### config.mk
export PLATFORM = sky130hd
export DESIGN_NAME = kww_watchdog
export DESIGN_NICKNAME = d
export VERILOG_FILES = /design/src/design/kww_pkg.sv /design/src/design/kww_watchdog.sv /design/src/design/kww_divider.sv /design/src/design/kww_reset_pulse.sv
export VERILOG_INCLUDE_DIRS = /design/src /design/src/design
export SDC_FILE = /design/constraint.sdc
export NUM_CORES = 1
export LEC_CHECK = 0
export BUFFER_PORTS_ARGS = -buffer_cell sky130_fd_sc_hd__clkbuf_2
export CAP_MARGIN = 25
export CORE_ASPECT_RATIO = 0.5
export CORE_MARGIN = 5
export CORE_UTILIZATION = 39
export CTS_CLUSTER_SIZE = 12
export DETAILED_ROUTE_END_ITERATION = 7
export GPL_TIMING_DRIVEN = 0
export HOLD_SLACK_MARGIN = 0.03
export PLACE_DENSITY = 0.6
export SYNTH_ARGS = -nofsm -noshare
export SYNTH_HDL_FRONTEND = slang
export SYNTH_SLANG_ARGS = --single-unit
### constraint.sdc
create_clock -name i_clk -period 3.4 [get_ports i_clk]
set_input_delay 1.02 -clock i_clk [delete_from_list [all_inputs] [get_ports i_clk]]
set_output_delay 1.02 -clock i_clk [all_outputs]
set_load 0.05 [all_outputs]
### src/design/kww_defs.svh
`ifndef KWW_DEFS_SVH
`define KWW_DEFS_SVH

// ----------------------------------------
// register byte offsets
// ----------------------------------------
`define KWW_OFS_RESTART      12'h060
`define KWW_OFS_MODE         12'h064
`define KWW_OFS_EXPIRY_CFG   12'h068
`define KWW_OFS_FLAG_CLEAR   12'h06C
`define KWW_OFS_STATE        12'h070
`define KWW_OFS_IRQ_SET      12'h074
`define KWW_OFS_IRQ_CLEAR    12'h078
`define KWW_OFS_IRQ_VIEW     12'h07C
`define KWW_OFS_WINDOW       12'h080

// ----------------------------------------
// keys and field positions
// ----------------------------------------
`define KWW_MODE_KEY         8'h37
`define KWW_EXPIRY_KEY       12'h234
`define KWW_WINDOW_KEY       8'h91
`define KWW_RESTART_KEY      16'hC071
`define KWW_KEY8_HI          31
`define KWW_KEY8_LO          24
`define KWW_KEY12_HI         15
`define KWW_KEY12_LO         4
`define KWW_VAL_HI           23
`define KWW_VAL_LO           8
`define KWW_ENABLE_BIT       0
`define KWW_RST_ON_EXP_BIT   1
`define KWW_ONLY_WIN_BIT     0
`define KWW_IN_WIN_BIT       8
`define KWW_BUSY_BIT         9

// ----------------------------------------
// reset values and timing counts
// ----------------------------------------
`define KWW_MODE_RESET       32'h0007_FF00
`define KWW_PULSE_CYCLES     4'h8
`define KWW_GUARD_TICKS      2'h2

`endif

### src/design/kww_pkg.sv
package kww_pkg;

    // register bus request, one word per cycle
    typedef struct packed {
        logic [11:0] addr;
        logic [31:0] wdata;
        logic        wr;
        logic        rd;
    } kww_bus_t;

    // one bit per event source
    typedef struct packed {
        logic expiry;
        logic window;
    } kww_flags_t;

    // restart guard sequence
    typedef enum logic [1:0] {
        KWW_RS_IDLE  = 2'b00,
        KWW_RS_TICKS = 2'b01,
        KWW_RS_HALF  = 2'b10
    } kww_rs_state_t;

endpackage

### src/design/kww_watchdog.sv
//
// Summary of operation
// - mode writes need key 0x37 in top byte; key reads zero
// - divide select picks low_freq_clock divisor 2,4,8,16,32,128,256,1024
// - 16-bit preload value copied into counter on every restart
// - expiry config writes need 12-bit key 0x234; key reads zero
// - counter runs only while counter_enable is one
// - internal reset on expiry only when reset_on_expiry is set
// - clear register: bit 0 clears window flag, bit 1 expiry flag
// - state register bit 1 sticky expiry, bit 0 sticky window flag
// - state bit 8 is one while counter is at or below window
// - state bit 9 is one while a restart is still executing
// - mask holds one enable per source; only enabled ones interrupt
// - window writes need key 0x91 in top byte; key reads zero
// - restart_only_in_window set allows restarts only inside window
// - restart_only_in_window never stops the window flag
// - 16-bit window length is the threshold for entry and restart
// - decrement per divided tick; at zero expire, reload, keep going
// - restart by writing key 0xC071; other values do nothing
// - expiry with reset enabled gives an 8-cycle unbreakable pulse
// - restarts ignored for two divided ticks plus half low clock
//
// Design decision made here: the plain strobed port.
`timescale 1ns/10ps
`default_nettype none
`include "kww_defs.svh"

module kww_watchdog
    import kww_pkg::*;
#(
    parameter int DIV_W = 10
) (
    input  wire logic      i_clk,
    input  wire logic      i_rst_n,
    input  wire logic      i_lf_clk,
    input  wire kww_bus_t  i_bus,
    output logic [31:0]    o_rdata,
    output logic           o_irq,
    output logic           o_sys_rst
);

    // ----------------------------------------
    // declarations
    // ----------------------------------------
    logic          lf_q_r;
    logic          lf_rise;
    logic          lf_edge;
    logic          tick;

    logic [2:0]    div_sel_r;
    logic [15:0]   preload_r;
    logic          enable_r;
    logic          rst_on_exp_r;
    logic          only_win_r;
    logic [15:0]   win_len_r;
    kww_flags_t    mask_r;
    kww_flags_t    flags_r;
    kww_flags_t    flags_nxt;
    kww_flags_t    ev;
    kww_flags_t    clr;
    logic [15:0]   cnt_r;
    logic          in_win;
    logic          restart_ok;
    logic          exp_start;

    kww_rs_state_t rs_r;
    logic [1:0]    guard_r;

    logic [31:0]   rd_word;

    // the prescaler needs ten bits for the slowest divisor
    if (DIV_W < 10)
    begin : g_div_w_chk
        $error("kww_watchdog: DIV_W below 10");
    end

    // ----------------------------------------
    // bus decode helper
    // ----------------------------------------
    function automatic logic wr_at(
        input kww_bus_t   b,
        input logic [11:0] ofs
    );
        wr_at = b.wr && (b.addr == ofs);
    endfunction

    // ----------------------------------------
    // low_freq_clock edges
    // ----------------------------------------

    // the input is taken as synchronous, so one stage is enough
    always_ff @(posedge i_clk)
    begin
        if (!i_rst_n)
            lf_q_r <= 1'b0;
        else
            lf_q_r <= i_lf_clk;
    end

    assign lf_rise = i_lf_clk && !lf_q_r;
    assign lf_edge = i_lf_clk != lf_q_r;   // either edge, half a period

    // divided_count_clock as a one-cycle enable
    kww_divider #(
        .DIV_W (DIV_W)
    ) u_div (
        .i_clk     (i_clk),
        .i_rst_n   (i_rst_n),
        .i_lf_rise (lf_rise),
        .i_sel     (div_sel_r),
        .o_tick    (tick)
    );

    // ----------------------------------------
    // keyed configuration registers
    // ----------------------------------------

    // mode: divide select and preload value
    always_ff @(posedge i_clk)
    begin
        if (!i_rst_n)
        begin
            div_sel_r <= 3'(`KWW_MODE_RESET);
            preload_r <= 16'(`KWW_MODE_RESET >> `KWW_VAL_LO);
        end
        else if (wr_at(i_bus, `KWW_OFS_MODE) &&
                 i_bus.wdata[`KWW_KEY8_HI:`KWW_KEY8_LO] == `KWW_MODE_KEY)
        begin
            div_sel_r <= i_bus.wdata[2:0];
            preload_r <= i_bus.wdata[`KWW_VAL_HI:`KWW_VAL_LO];
        end
    end

    // expiry config: enable and reset-on-expiry
    always_ff @(posedge i_clk)
    begin
        if (!i_rst_n)
        begin
            enable_r     <= 1'b0;
            rst_on_exp_r <= 1'b0;
        end
        else if (wr_at(i_bus, `KWW_OFS_EXPIRY_CFG) &&
                 i_bus.wdata[`KWW_KEY12_HI:`KWW_KEY12_LO] == `KWW_EXPIRY_KEY)
        begin
            enable_r     <= i_bus.wdata[`KWW_ENABLE_BIT];
            rst_on_exp_r <= i_bus.wdata[`KWW_RST_ON_EXP_BIT];
        end
    end

    // window: length and restart restriction
    always_ff @(posedge i_clk)
    begin
        if (!i_rst_n)
        begin
            only_win_r <= 1'b0;
            win_len_r  <= 16'h0000;
        end
        else if (wr_at(i_bus, `KWW_OFS_WINDOW) &&
                 i_bus.wdata[`KWW_KEY8_HI:`KWW_KEY8_LO] == `KWW_WINDOW_KEY)
        begin
            only_win_r <= i_bus.wdata[`KWW_ONLY_WIN_BIT];
            win_len_r  <= i_bus.wdata[`KWW_VAL_HI:`KWW_VAL_LO];
        end
    end

    // ----------------------------------------
    // interrupt mask
    // ----------------------------------------

    // set has priority when both arrive, though strobes never overlap
    always_ff @(posedge i_clk)
    begin
        if (!i_rst_n)
            mask_r <= '0;
        else if (wr_at(i_bus, `KWW_OFS_IRQ_SET))
            mask_r <= mask_r | kww_flags_t'(i_bus.wdata[1:0]);
        else if (wr_at(i_bus, `KWW_OFS_IRQ_CLEAR))
            mask_r <= mask_r & ~kww_flags_t'(i_bus.wdata[1:0]);
    end

    // ----------------------------------------
    // restart qualification
    // ----------------------------------------

    assign in_win = cnt_r <= win_len_r;

    // a restart is taken only when idle and inside any required window
    assign restart_ok = wr_at(i_bus, `KWW_OFS_RESTART) &&
                        i_bus.wdata[15:0] == `KWW_RESTART_KEY &&
                        rs_r == KWW_RS_IDLE &&
                        (!only_win_r || in_win);

    // guard sequence: two divided ticks, then the next low clock edge
    always_ff @(posedge i_clk)
    begin
        if (!i_rst_n)
        begin
            rs_r    <= KWW_RS_IDLE;
            guard_r <= 2'h0;
        end
        else
        begin
            case (rs_r)
                KWW_RS_IDLE:
                begin
                    if (restart_ok)
                    begin
                        rs_r    <= KWW_RS_TICKS;
                        guard_r <= 2'h0;
                    end
                end
                KWW_RS_TICKS:
                begin
                    if (tick)
                    begin
                        guard_r <= guard_r + 2'h1;
                        if (guard_r + 2'h1 == `KWW_GUARD_TICKS)
                            rs_r <= KWW_RS_HALF;
                    end
                end
                KWW_RS_HALF:
                begin
                    if (lf_edge)
                        rs_r <= KWW_RS_IDLE;
                end
                default:
                    rs_r <= KWW_RS_IDLE;
            endcase
        end
    end

    // ----------------------------------------
    // down-counter
    // ----------------------------------------

    // events are void in a cycle that restarts the count
    assign ev.expiry = enable_r && tick && !restart_ok &&
                       cnt_r == 16'h0000;
    assign ev.window = enable_r && tick && !restart_ok &&
                       cnt_r != 16'h0000 &&
                       cnt_r - 16'h0001 == win_len_r;

    always_ff @(posedge i_clk)
    begin
        if (!i_rst_n)
            cnt_r <= 16'(`KWW_MODE_RESET >> `KWW_VAL_LO);
        else if (restart_ok)
            cnt_r <= preload_r;
        else if (enable_r && tick)
        begin
            if (cnt_r == 16'h0000)
                cnt_r <= preload_r;
            else
                cnt_r <= cnt_r - 16'h0001;
        end
    end

    // ----------------------------------------
    // expiry action
    // ----------------------------------------

    assign exp_start = ev.expiry && rst_on_exp_r;

    kww_reset_pulse u_pulse (
        .i_clk   (i_clk),
        .i_rst_n (i_rst_n),
        .i_start (exp_start),
        .o_pulse (o_sys_rst)
    );

    // ----------------------------------------
    // sticky flags
    // ----------------------------------------

    assign clr = wr_at(i_bus, `KWW_OFS_FLAG_CLEAR) ?
                 kww_flags_t'(i_bus.wdata[1:0]) : '0;

    // a new event beats a clear in the same cycle
    assign flags_nxt = (flags_r & ~clr) | ev;

    always_ff @(posedge i_clk)
    begin
        if (!i_rst_n)
            flags_r <= '0;
        else
            flags_r <= flags_nxt;
    end

    // level request, held until software clears or masks
    assign o_irq = |(flags_r & mask_r);

    // ----------------------------------------
    // read path
    // ----------------------------------------

    // key fields and write-only registers read as zero
    always_comb
    begin
        rd_word = 32'h0000_0000;
        case (i_bus.addr)
            `KWW_OFS_MODE:
            begin
                rd_word[2:0] = div_sel_r;
                rd_word[`KWW_VAL_HI:`KWW_VAL_LO] = preload_r;
            end
            `KWW_OFS_EXPIRY_CFG:
            begin
                rd_word[`KWW_ENABLE_BIT]     = enable_r;
                rd_word[`KWW_RST_ON_EXP_BIT] = rst_on_exp_r;
            end
            `KWW_OFS_STATE:
            begin
                rd_word[1:0]            = flags_r;
                rd_word[`KWW_IN_WIN_BIT] = in_win;
                rd_word[`KWW_BUSY_BIT]  = rs_r != KWW_RS_IDLE;
            end
            `KWW_OFS_IRQ_VIEW:
                rd_word[1:0] = mask_r;
            `KWW_OFS_WINDOW:
            begin
                rd_word[`KWW_ONLY_WIN_BIT] = only_win_r;
                rd_word[`KWW_VAL_HI:`KWW_VAL_LO] = win_len_r;
            end
            default:
                rd_word = 32'h0000_0000;
        endcase
    end

    // data appears the cycle after the read strobe, and only then
    always_ff @(posedge i_clk)
    begin
        if (!i_rst_n)
            o_rdata <= 32'h0000_0000;
        else if (i_bus.rd)
            o_rdata <= rd_word;
        else
            o_rdata <= 32'h0000_0000;
    end

endmodule
`default_nettype wire

### src/design/kww_divider.sv
`timescale 1ns/10ps
`default_nettype none
`include "kww_defs.svh"

module kww_divider #(
    parameter int DIV_W = 10
) (
    input  wire logic       i_clk,
    input  wire logic       i_rst_n,
    input  wire logic       i_lf_rise,
    input  wire logic [2:0] i_sel,
    output logic            o_tick
);

    logic [DIV_W-1:0] pre_r;

    // largest divisor needs ten bits of prescaler
    if (DIV_W < 10)
    begin : g_chk
        $error("kww_divider: DIV_W below 10");
    end

    // divisor minus one for each select code
    function automatic logic [DIV_W-1:0] last_of(input logic [2:0] s);
        case (s)
            3'h0:    last_of = DIV_W'(1);
            3'h1:    last_of = DIV_W'(3);
            3'h2:    last_of = DIV_W'(7);
            3'h3:    last_of = DIV_W'(15);
            3'h4:    last_of = DIV_W'(31);
            3'h5:    last_of = DIV_W'(127);
            3'h6:    last_of = DIV_W'(255);
            default: last_of = DIV_W'(1023);
        endcase
    endfunction

    assign o_tick = i_lf_rise && (pre_r >= last_of(i_sel));

    // --------------------------------
    // prescaler on low_freq_clock rising edges
    // --------------------------------
    // >= keeps a shrunk divisor from running out to wrap
    always_ff @(posedge i_clk)
    begin
        if (!i_rst_n)
            pre_r <= '0;
        else if (o_tick)
            pre_r <= '0;
        else if (i_lf_rise)
            pre_r <= pre_r + DIV_W'(1);
    end

endmodule
`default_nettype wire

### src/design/kww_reset_pulse.sv
`timescale 1ns/10ps
`default_nettype none
`include "kww_defs.svh"

module kww_reset_pulse (
    input  wire logic i_clk,
    input  wire logic i_rst_n,
    input  wire logic i_start,
    output logic      o_pulse
);

    logic [3:0] cnt_r;

    assign o_pulse = (cnt_r != 4'h0);

    // --------------------------------
    // eight-cycle pulse
    // --------------------------------
    // a running pulse ignores reset so it always completes
    always_ff @(posedge i_clk)
    begin
        if (i_start && i_rst_n)
            cnt_r <= `KWW_PULSE_CYCLES;
        else if (cnt_r inside {[4'h1:`KWW_PULSE_CYCLES]})
            cnt_r <= cnt_r - 4'h1;
        else
            cnt_r <= 4'h0;
    end

endmodule
`default_nettype wire

After elaboration in Yosys (flattened, before gate mapping)
Index checks and enable logic that the tools add are counted.
- $add $sub $neg: 4
- bitwise gates (word level): 9
- mux-type cells: 20
- equality and inequality tests: 28
- magnitude comparators: 4
- reductions and logical operators: 43
- operators by type and width (operator ; count):
    equality test 12 x 7 -> 1 bit, second input constant ; 8
    one-hot mux 10 bit (7 select lines) ; 1
    2-to-1 mux 16 bit ; 3
    one-hot mux 14 bit (2 select lines) ; 1
    logical AND 1 bit ; 23
    2-to-1 mux 2 bit ; 9
    equality test 16 bit ; 1
    equality test 16 bit, second input constant ; 1
    <= comparator 16 bit ; 1
    zero test 16 bit ; 1
    nonzero test 16 bit ; 1
    subtractor 16 x 1 -> 16 bit, second input constant ; 1
    equality test 12 x 10 -> 1 bit, second input constant ; 1
    equality test 12 x 8 -> 1 bit, second input constant ; 1
    one-hot mux 2 bit (3 select lines) ; 2
    adder 10 x 1 -> 10 bit, second input constant ; 1
    >= comparator 10 bit ; 1
    equality test 3 bit, second input constant ; 3
    equality test 8 x 6 -> 1 bit, second input constant ; 1
    equality test 8 bit, second input constant ; 1
    inequality test 2 bit, second input constant ; 4
    nonzero test 2 bit ; 4
    bitwise AND 2 bit ; 3
    equality test 3 x 2 -> 1 bit, second input constant ; 2
    24 further kinds ; 33
- input port bits: 49
- word-level logic and storage cells: 128
- register bits after elaboration: 109
- output and inout bits: 34

Longest topological paths before layout
- depth after elaboration: 11
- gate-level depth with buffers: 11
- mapped depth without buffers: 9

Hierarchy
From an unflattened synthesis, not the netlist that was laid out.
- cells, all modules: 687
- area total of the unflattened synthesis: 5811.8 um2
- modules (own cells, without submodules) (module ; seq. area each (um2) ; times used ; area an instance (um2) ; cells an instance):
    kww_watchdog ; 1641.6 ; 1 ; 4835.9 ; 580
    kww_divider ; 200.2 ; 1 ; 748.2 ; 82
    kww_reset_pulse ; 80.1 ; 1 ; 227.7 ; 25

Least setup slack after synthesis
No wires, ideal clock.
- kind: input to register
- start: input i_bus[4] (netlist name)
- end: register flags_r[1] (netlist name)
- path slack: 0.348 ns
- setup time: 0.128 ns
- stages on the path: 7
- data arrival time: 2.924 ns
- path buffers: 1
- data required time: 3.272 ns
- path through: or4b_1 or4_1 or3_4 or2_4 buf_6 a22oi_1 nor2_1
- word-level cells in the longest chain between the ends: 8
- ends and longest elaborated chain (what ; line ; source):
    start, declared ; kww_watchdog.sv:36 ; input wire kww_bus_t i_bus,
    equality test 16 bit (no line) ; n/a ;
    logical AND 1 bit (no line) ; n/a ;
    logical AND 1 bit (2 in a row) ; kww_watchdog.sv:188 ; assign restart_ok = wr_at(i_bus, `KWW_OFS_RESTART) &&
    zero test 1 bit ; kww_watchdog.sv:237 ; assign ev.expiry = enable_r && tick && !restart_ok &&
    logical AND 1 bit (2 in a row) ; kww_watchdog.sv:237 ;
    bitwise OR 2 bit ; kww_watchdog.sv:279 ; assign flags_nxt = (flags_r & ~clr) | ev;
    end signal, assigned ; kww_watchdog.sv:286 ; flags_r <= flags_nxt;
    end, declared ; kww_watchdog.sv:57 ; kww_flags_t flags_r;
Every way passes these cells.
A chain may end at the register's enable or synchronous reset.

Final worst setup path
- start: input i_bus[43] (netlist name)
- end: register preload_r[8]
- word-level cells in the longest chain between the ends: 3
- ends and longest elaborated chain (what ; line ; source):
    equality test 12 x 7 -> 1 bit ; kww_watchdog.sv:84 ; wr_at = b.wr && (b.addr == ofs);
    logical AND 1 bit ; kww_watchdog.sv:84 ;
    logical AND 1 bit (no line) ; n/a ;
    end signal, assigned ; kww_watchdog.sv:124 ; preload_r <= 16'(`KWW_MODE_RESET >> `KWW_VAL_LO);
    end signal, assigned ; kww_watchdog.sv:130 ; preload_r <= i_bus.wdata[`KWW_VAL_HI:`KWW_VAL_LO];
    end, declared ; kww_watchdog.sv:51 ; logic [15:0] preload_r;
Every way passes these cells.

==> reports/results.tsv <==
stage	metric	value	unit
place	dpl cells	953	
die	I/O pin total	83	
timing	fin worst setup slack	194	ps
clock_network	CTS tree	yes	
timing	RSZ-0062 raised after global routing	no	
yosys	Post-synth ARST share	0	
yosys	most used flip-flop cell after synthesis	dfxtp_1	
timing	final clock skew	5.28	ps
grt	largest net degree at the start of global routing	16	
worst_setup_path	Worst Path Buf+Inv	3	
clock_network	Reg clk slew, reported paths	60	ps
yosys	Synth Register Bits	96	
layout	commonest non-fill, non-tap cell in the layout	dfxtp_1	
pwr	Design Power	2.36	mW
clock_network	CTS H-tree depth	3	
layout	Area Growth Syn to Fin	18.1	%
timing	count of final setup violators	0	
layout	Final Non-Filler Cells	970	
worst_setup_path	reg-to-reg critical path endpoint	cnt_r[11]	
pwr	P per Cell Area	362	nW/um2
yosys	post-synth top area share	0.349	
grt	grt total ovfl	0	
clock_network	CTS Hold Bufs	0	
min_path	worst hold path class	register to register	
timing	Final Max Slew Viols	0	
worst_setup_path	Top delay family on crit path	simple AND/OR/NAND/NOR gates	
worst_setup_path	Crit Path Class	primary input to register	
yosys	post-synth top area cell	dfxtp_1	
clock_network	worst skew pair latency	340	ps
worst_setup_path	crit path max fanout	10	
worst_setup_path	CP Launch Type	primary input	
timing	Final Hold Vio Count	0	
layout	most frequent cells in the layout	dfxtp_1 (96), nand2_1 (73), clkbuf_2 (70)	
grt	first-pass GRT wire length	26600	um
clock_network	CTS root buf	clkbuf_16	
place	Final Wtd Congestion	0.886	
worst_setup_path	Reg2Reg Launch Point	cnt_r[7]	
min_path	Hold Path Sink	u_pulse.cnt_r[0]	
die	Initial Utilization	0.402	
yosys	Syn Inst Count	680	
min_path	Hold Path Cell Cnt	1	
yosys	yosys warns	0	
die	Core Region	13700	um2
clock_network	clk sink count	96	
routing	Total Wirelength	16800	um
timing	Worst-Margin Slew	1030	ps
yosys	number of enable flip-flop cells after synthesis	0	
worst_setup_path	critical path data arrival time	3420	ps
routing	Post-DRT Antenna Nets	0	
job	maxcap violations	0	
worst_setup_path	Critical Path, Cell by Cell	clkbuf_2 > nor4_1 > nor2b_1 > nand2_1 > nor3_2 > and2_1 > buf_2 > buf_2 > mux2i_1 > nand2_1	
timing	relative slew slack	0.305	
yosys	sequential share of the synthesized area	0.349	
die	Rows	30	
pwr	maximum VDD drop	0.000271	V
timing	worst hold slack	463	ps
worst_setup_path	Setup crit end kind	register	
yosys	ranking of synthesized cells by area	dfxtp_1 (35%), ha_1 (7.3%), nand2_1 (5.0%), mux2i_1 (4.5%), nor2_1 (4.5%)	
routing	1st-pass router iterations	5	
min_path	min-delay src	u_pulse.cnt_r[0]	
clock_network	CTS Buf Count	9	
timing	Max Clock Freq	0.312	GHz
layout	layout cell share with drive strength beyond 1	0.162	
routing	DR vias	5307	
grt	vias in the first global route	4921	
grt	total track usage	0.204	
worst_setup_path	Slowest-stage cell, CP	nor4_1	
pwr	leakage power total	2.48	nW
place	Setup WS pre-CTS	-301	ps
timing	min cycle time layout	3210	ps
grt	initial antenna violation count	0	
yosys	Mapped Area	5510	um2
worst_setup_path	R2R Setup Slk	220	ps
die	chip width	178	um
worst_setup_path	Worst R2R Path Depth	9	
timing	Setup TNS Final	0	ps
routing	Post-route DRC	0	
status	status	completed	
die	die height	94.0	um
routing	initial DRC count	405	
place	post-placement cell area	6140	um2
clock_network	maximum clock path buffer count	2	
layout	final core utilization	0.475	
timing	period utilisation layout	0.943	
worst_setup_path	CP peak stage delay	400	ps
place	placed wire-length estimate	13200	um
place	number of port buffers	69	
die	die area	16700	um2
yosys	Syn Area/Cell	8.10	um2
routing	Vias per Instance	5.47	
worst_setup_path	Worst EP required	3610	ps
yosys	Cell variety after synth	66	
routing	Wirelength per Cell	17.4	um
layout	final instance area	6500	um2
layout	Final #Nets	853	
-- how the worst max path moves through the flow --
stage,startpoint,end,slack (ps),cells past startpoint
after floorplan,i_bus[4],flags_r[1],350,7
after global placement,i_lf_clk,flags_r[0],-300,8
after detailed placement,i_lf_clk,flags_r[0],-300,8
after CTS,div_sel_r[1],cnt_r[10],40,11
after global routing,i_bus[43],preload_r[2],10,10
final,i_bus[43],preload_r[8],190,10
-- sequential cells by signal, indices dropped and copies added (netlist names), named ones only --
| register | flops |
|---|---|
| flags_r | 2 |
| u_pulse.cnt_r | 4 |
| win_len_r | 16 |
| o_rdata | 19 |
| enable_r | 1 |
| rs_r | 2 |
| rst_on_exp_r | 1 |
| lf_q_r | 1 |
| preload_r | 16 |
| only_win_r | 1 |
| div_sel_r | 3 |
| cnt_r | 16 |
| guard_r | 2 |
| u_div.pre_r | 10 |
-- where the power goes --
part | switching, mW | leakage (nW) | internal [mW]
clock network | 0.437 | 0.159 | 0.631
logic | 0.108 | 1.54 | 0.0507
registers | 0.00299 | 0.774 | 1.13
total | 0.548 | 2.48 | 1.81
-- timing repair --
item / 4_1_cts / 5_1_grt
setup buffers: 0 / 0
gates cloned: 0 / 0
gates resized for setup: 2 / 6
endpoints found under the setup margin: 1 / 22
endpoints found under the hold margin: 0 / 0
-- cells by family (layout without fill, tap and decap cells) --
group	after synthesis	after routing	synth area share
other cells	1	14	0.000681
xor+xnor	28	28	0.0445
mux	26	26	0.0475
simple gates	289	289	0.263
compound gates	131	131	0.158
fa+ha+maj	32	32	0.0727
buf+inv	77	162	0.0648
flops	96	96	0.349
-- worst reg2reg max path: cells and delay by family (launching register included) --
family          cells  cell delay (ps)
compound gates      2              340
buf+inv             2              480
flops               1              330
simple gates        5             1950
-- metal layers --
layer  track usage  part of all wire  up-vias  wire [um]
li1              -                 -     2594          -
met1         0.292              0.47     2553       8000
met2         0.324              0.45      149       7580
met3        0.0350             0.066       11       1110
met4        0.0392            0.0096        0        162
met5             0                 0        -          0
-- layout make-up --
class	count	area, um2
fillers	1382	7200
plain buffers	47	244
clock buffers	12	267
flip-flops and latches	96	1920
inverters	30	113
repair buffers	69	345
diodes	1	2.50
clock inverters	4	48.8
well taps	192	240
multi-input cells	519	3320
-- cells in the mapped netlist, types with 2 or more instances --
library cell,instances
dfxtp_1,96
nand2_1,73
nor2_1,66
a21oi_1,43
nand3_1,38
ha_1,32
inv_1,29
clkbuf_1,26
mux2i_1,25
nor3_1,20
a22oi_1,19
o21ai_0,19
xnor2_1,17
buf_4,14
nand4_1,14
and3_1,13
nor4_1,12
xor2_1,11
a211o_1,8
nand2b_1,8
or3_1,8
a31oi_1,6
buf_2,5
nor2b_1,5
o211ai_1,5
or4_1,5
and2_1,4
a211oi_1,3
nand3b_1,3
nor3b_1,3
o31a_1,3
o31ai_1,3
or2_2,3
a21o_1,2
a22o_1,2
a41o_1,2
nand4b_1,2
nor4_2,2
nor4b_1,2
o2111ai_1,2
o22ai_1,2
Power figures use the tool's default switching activity.
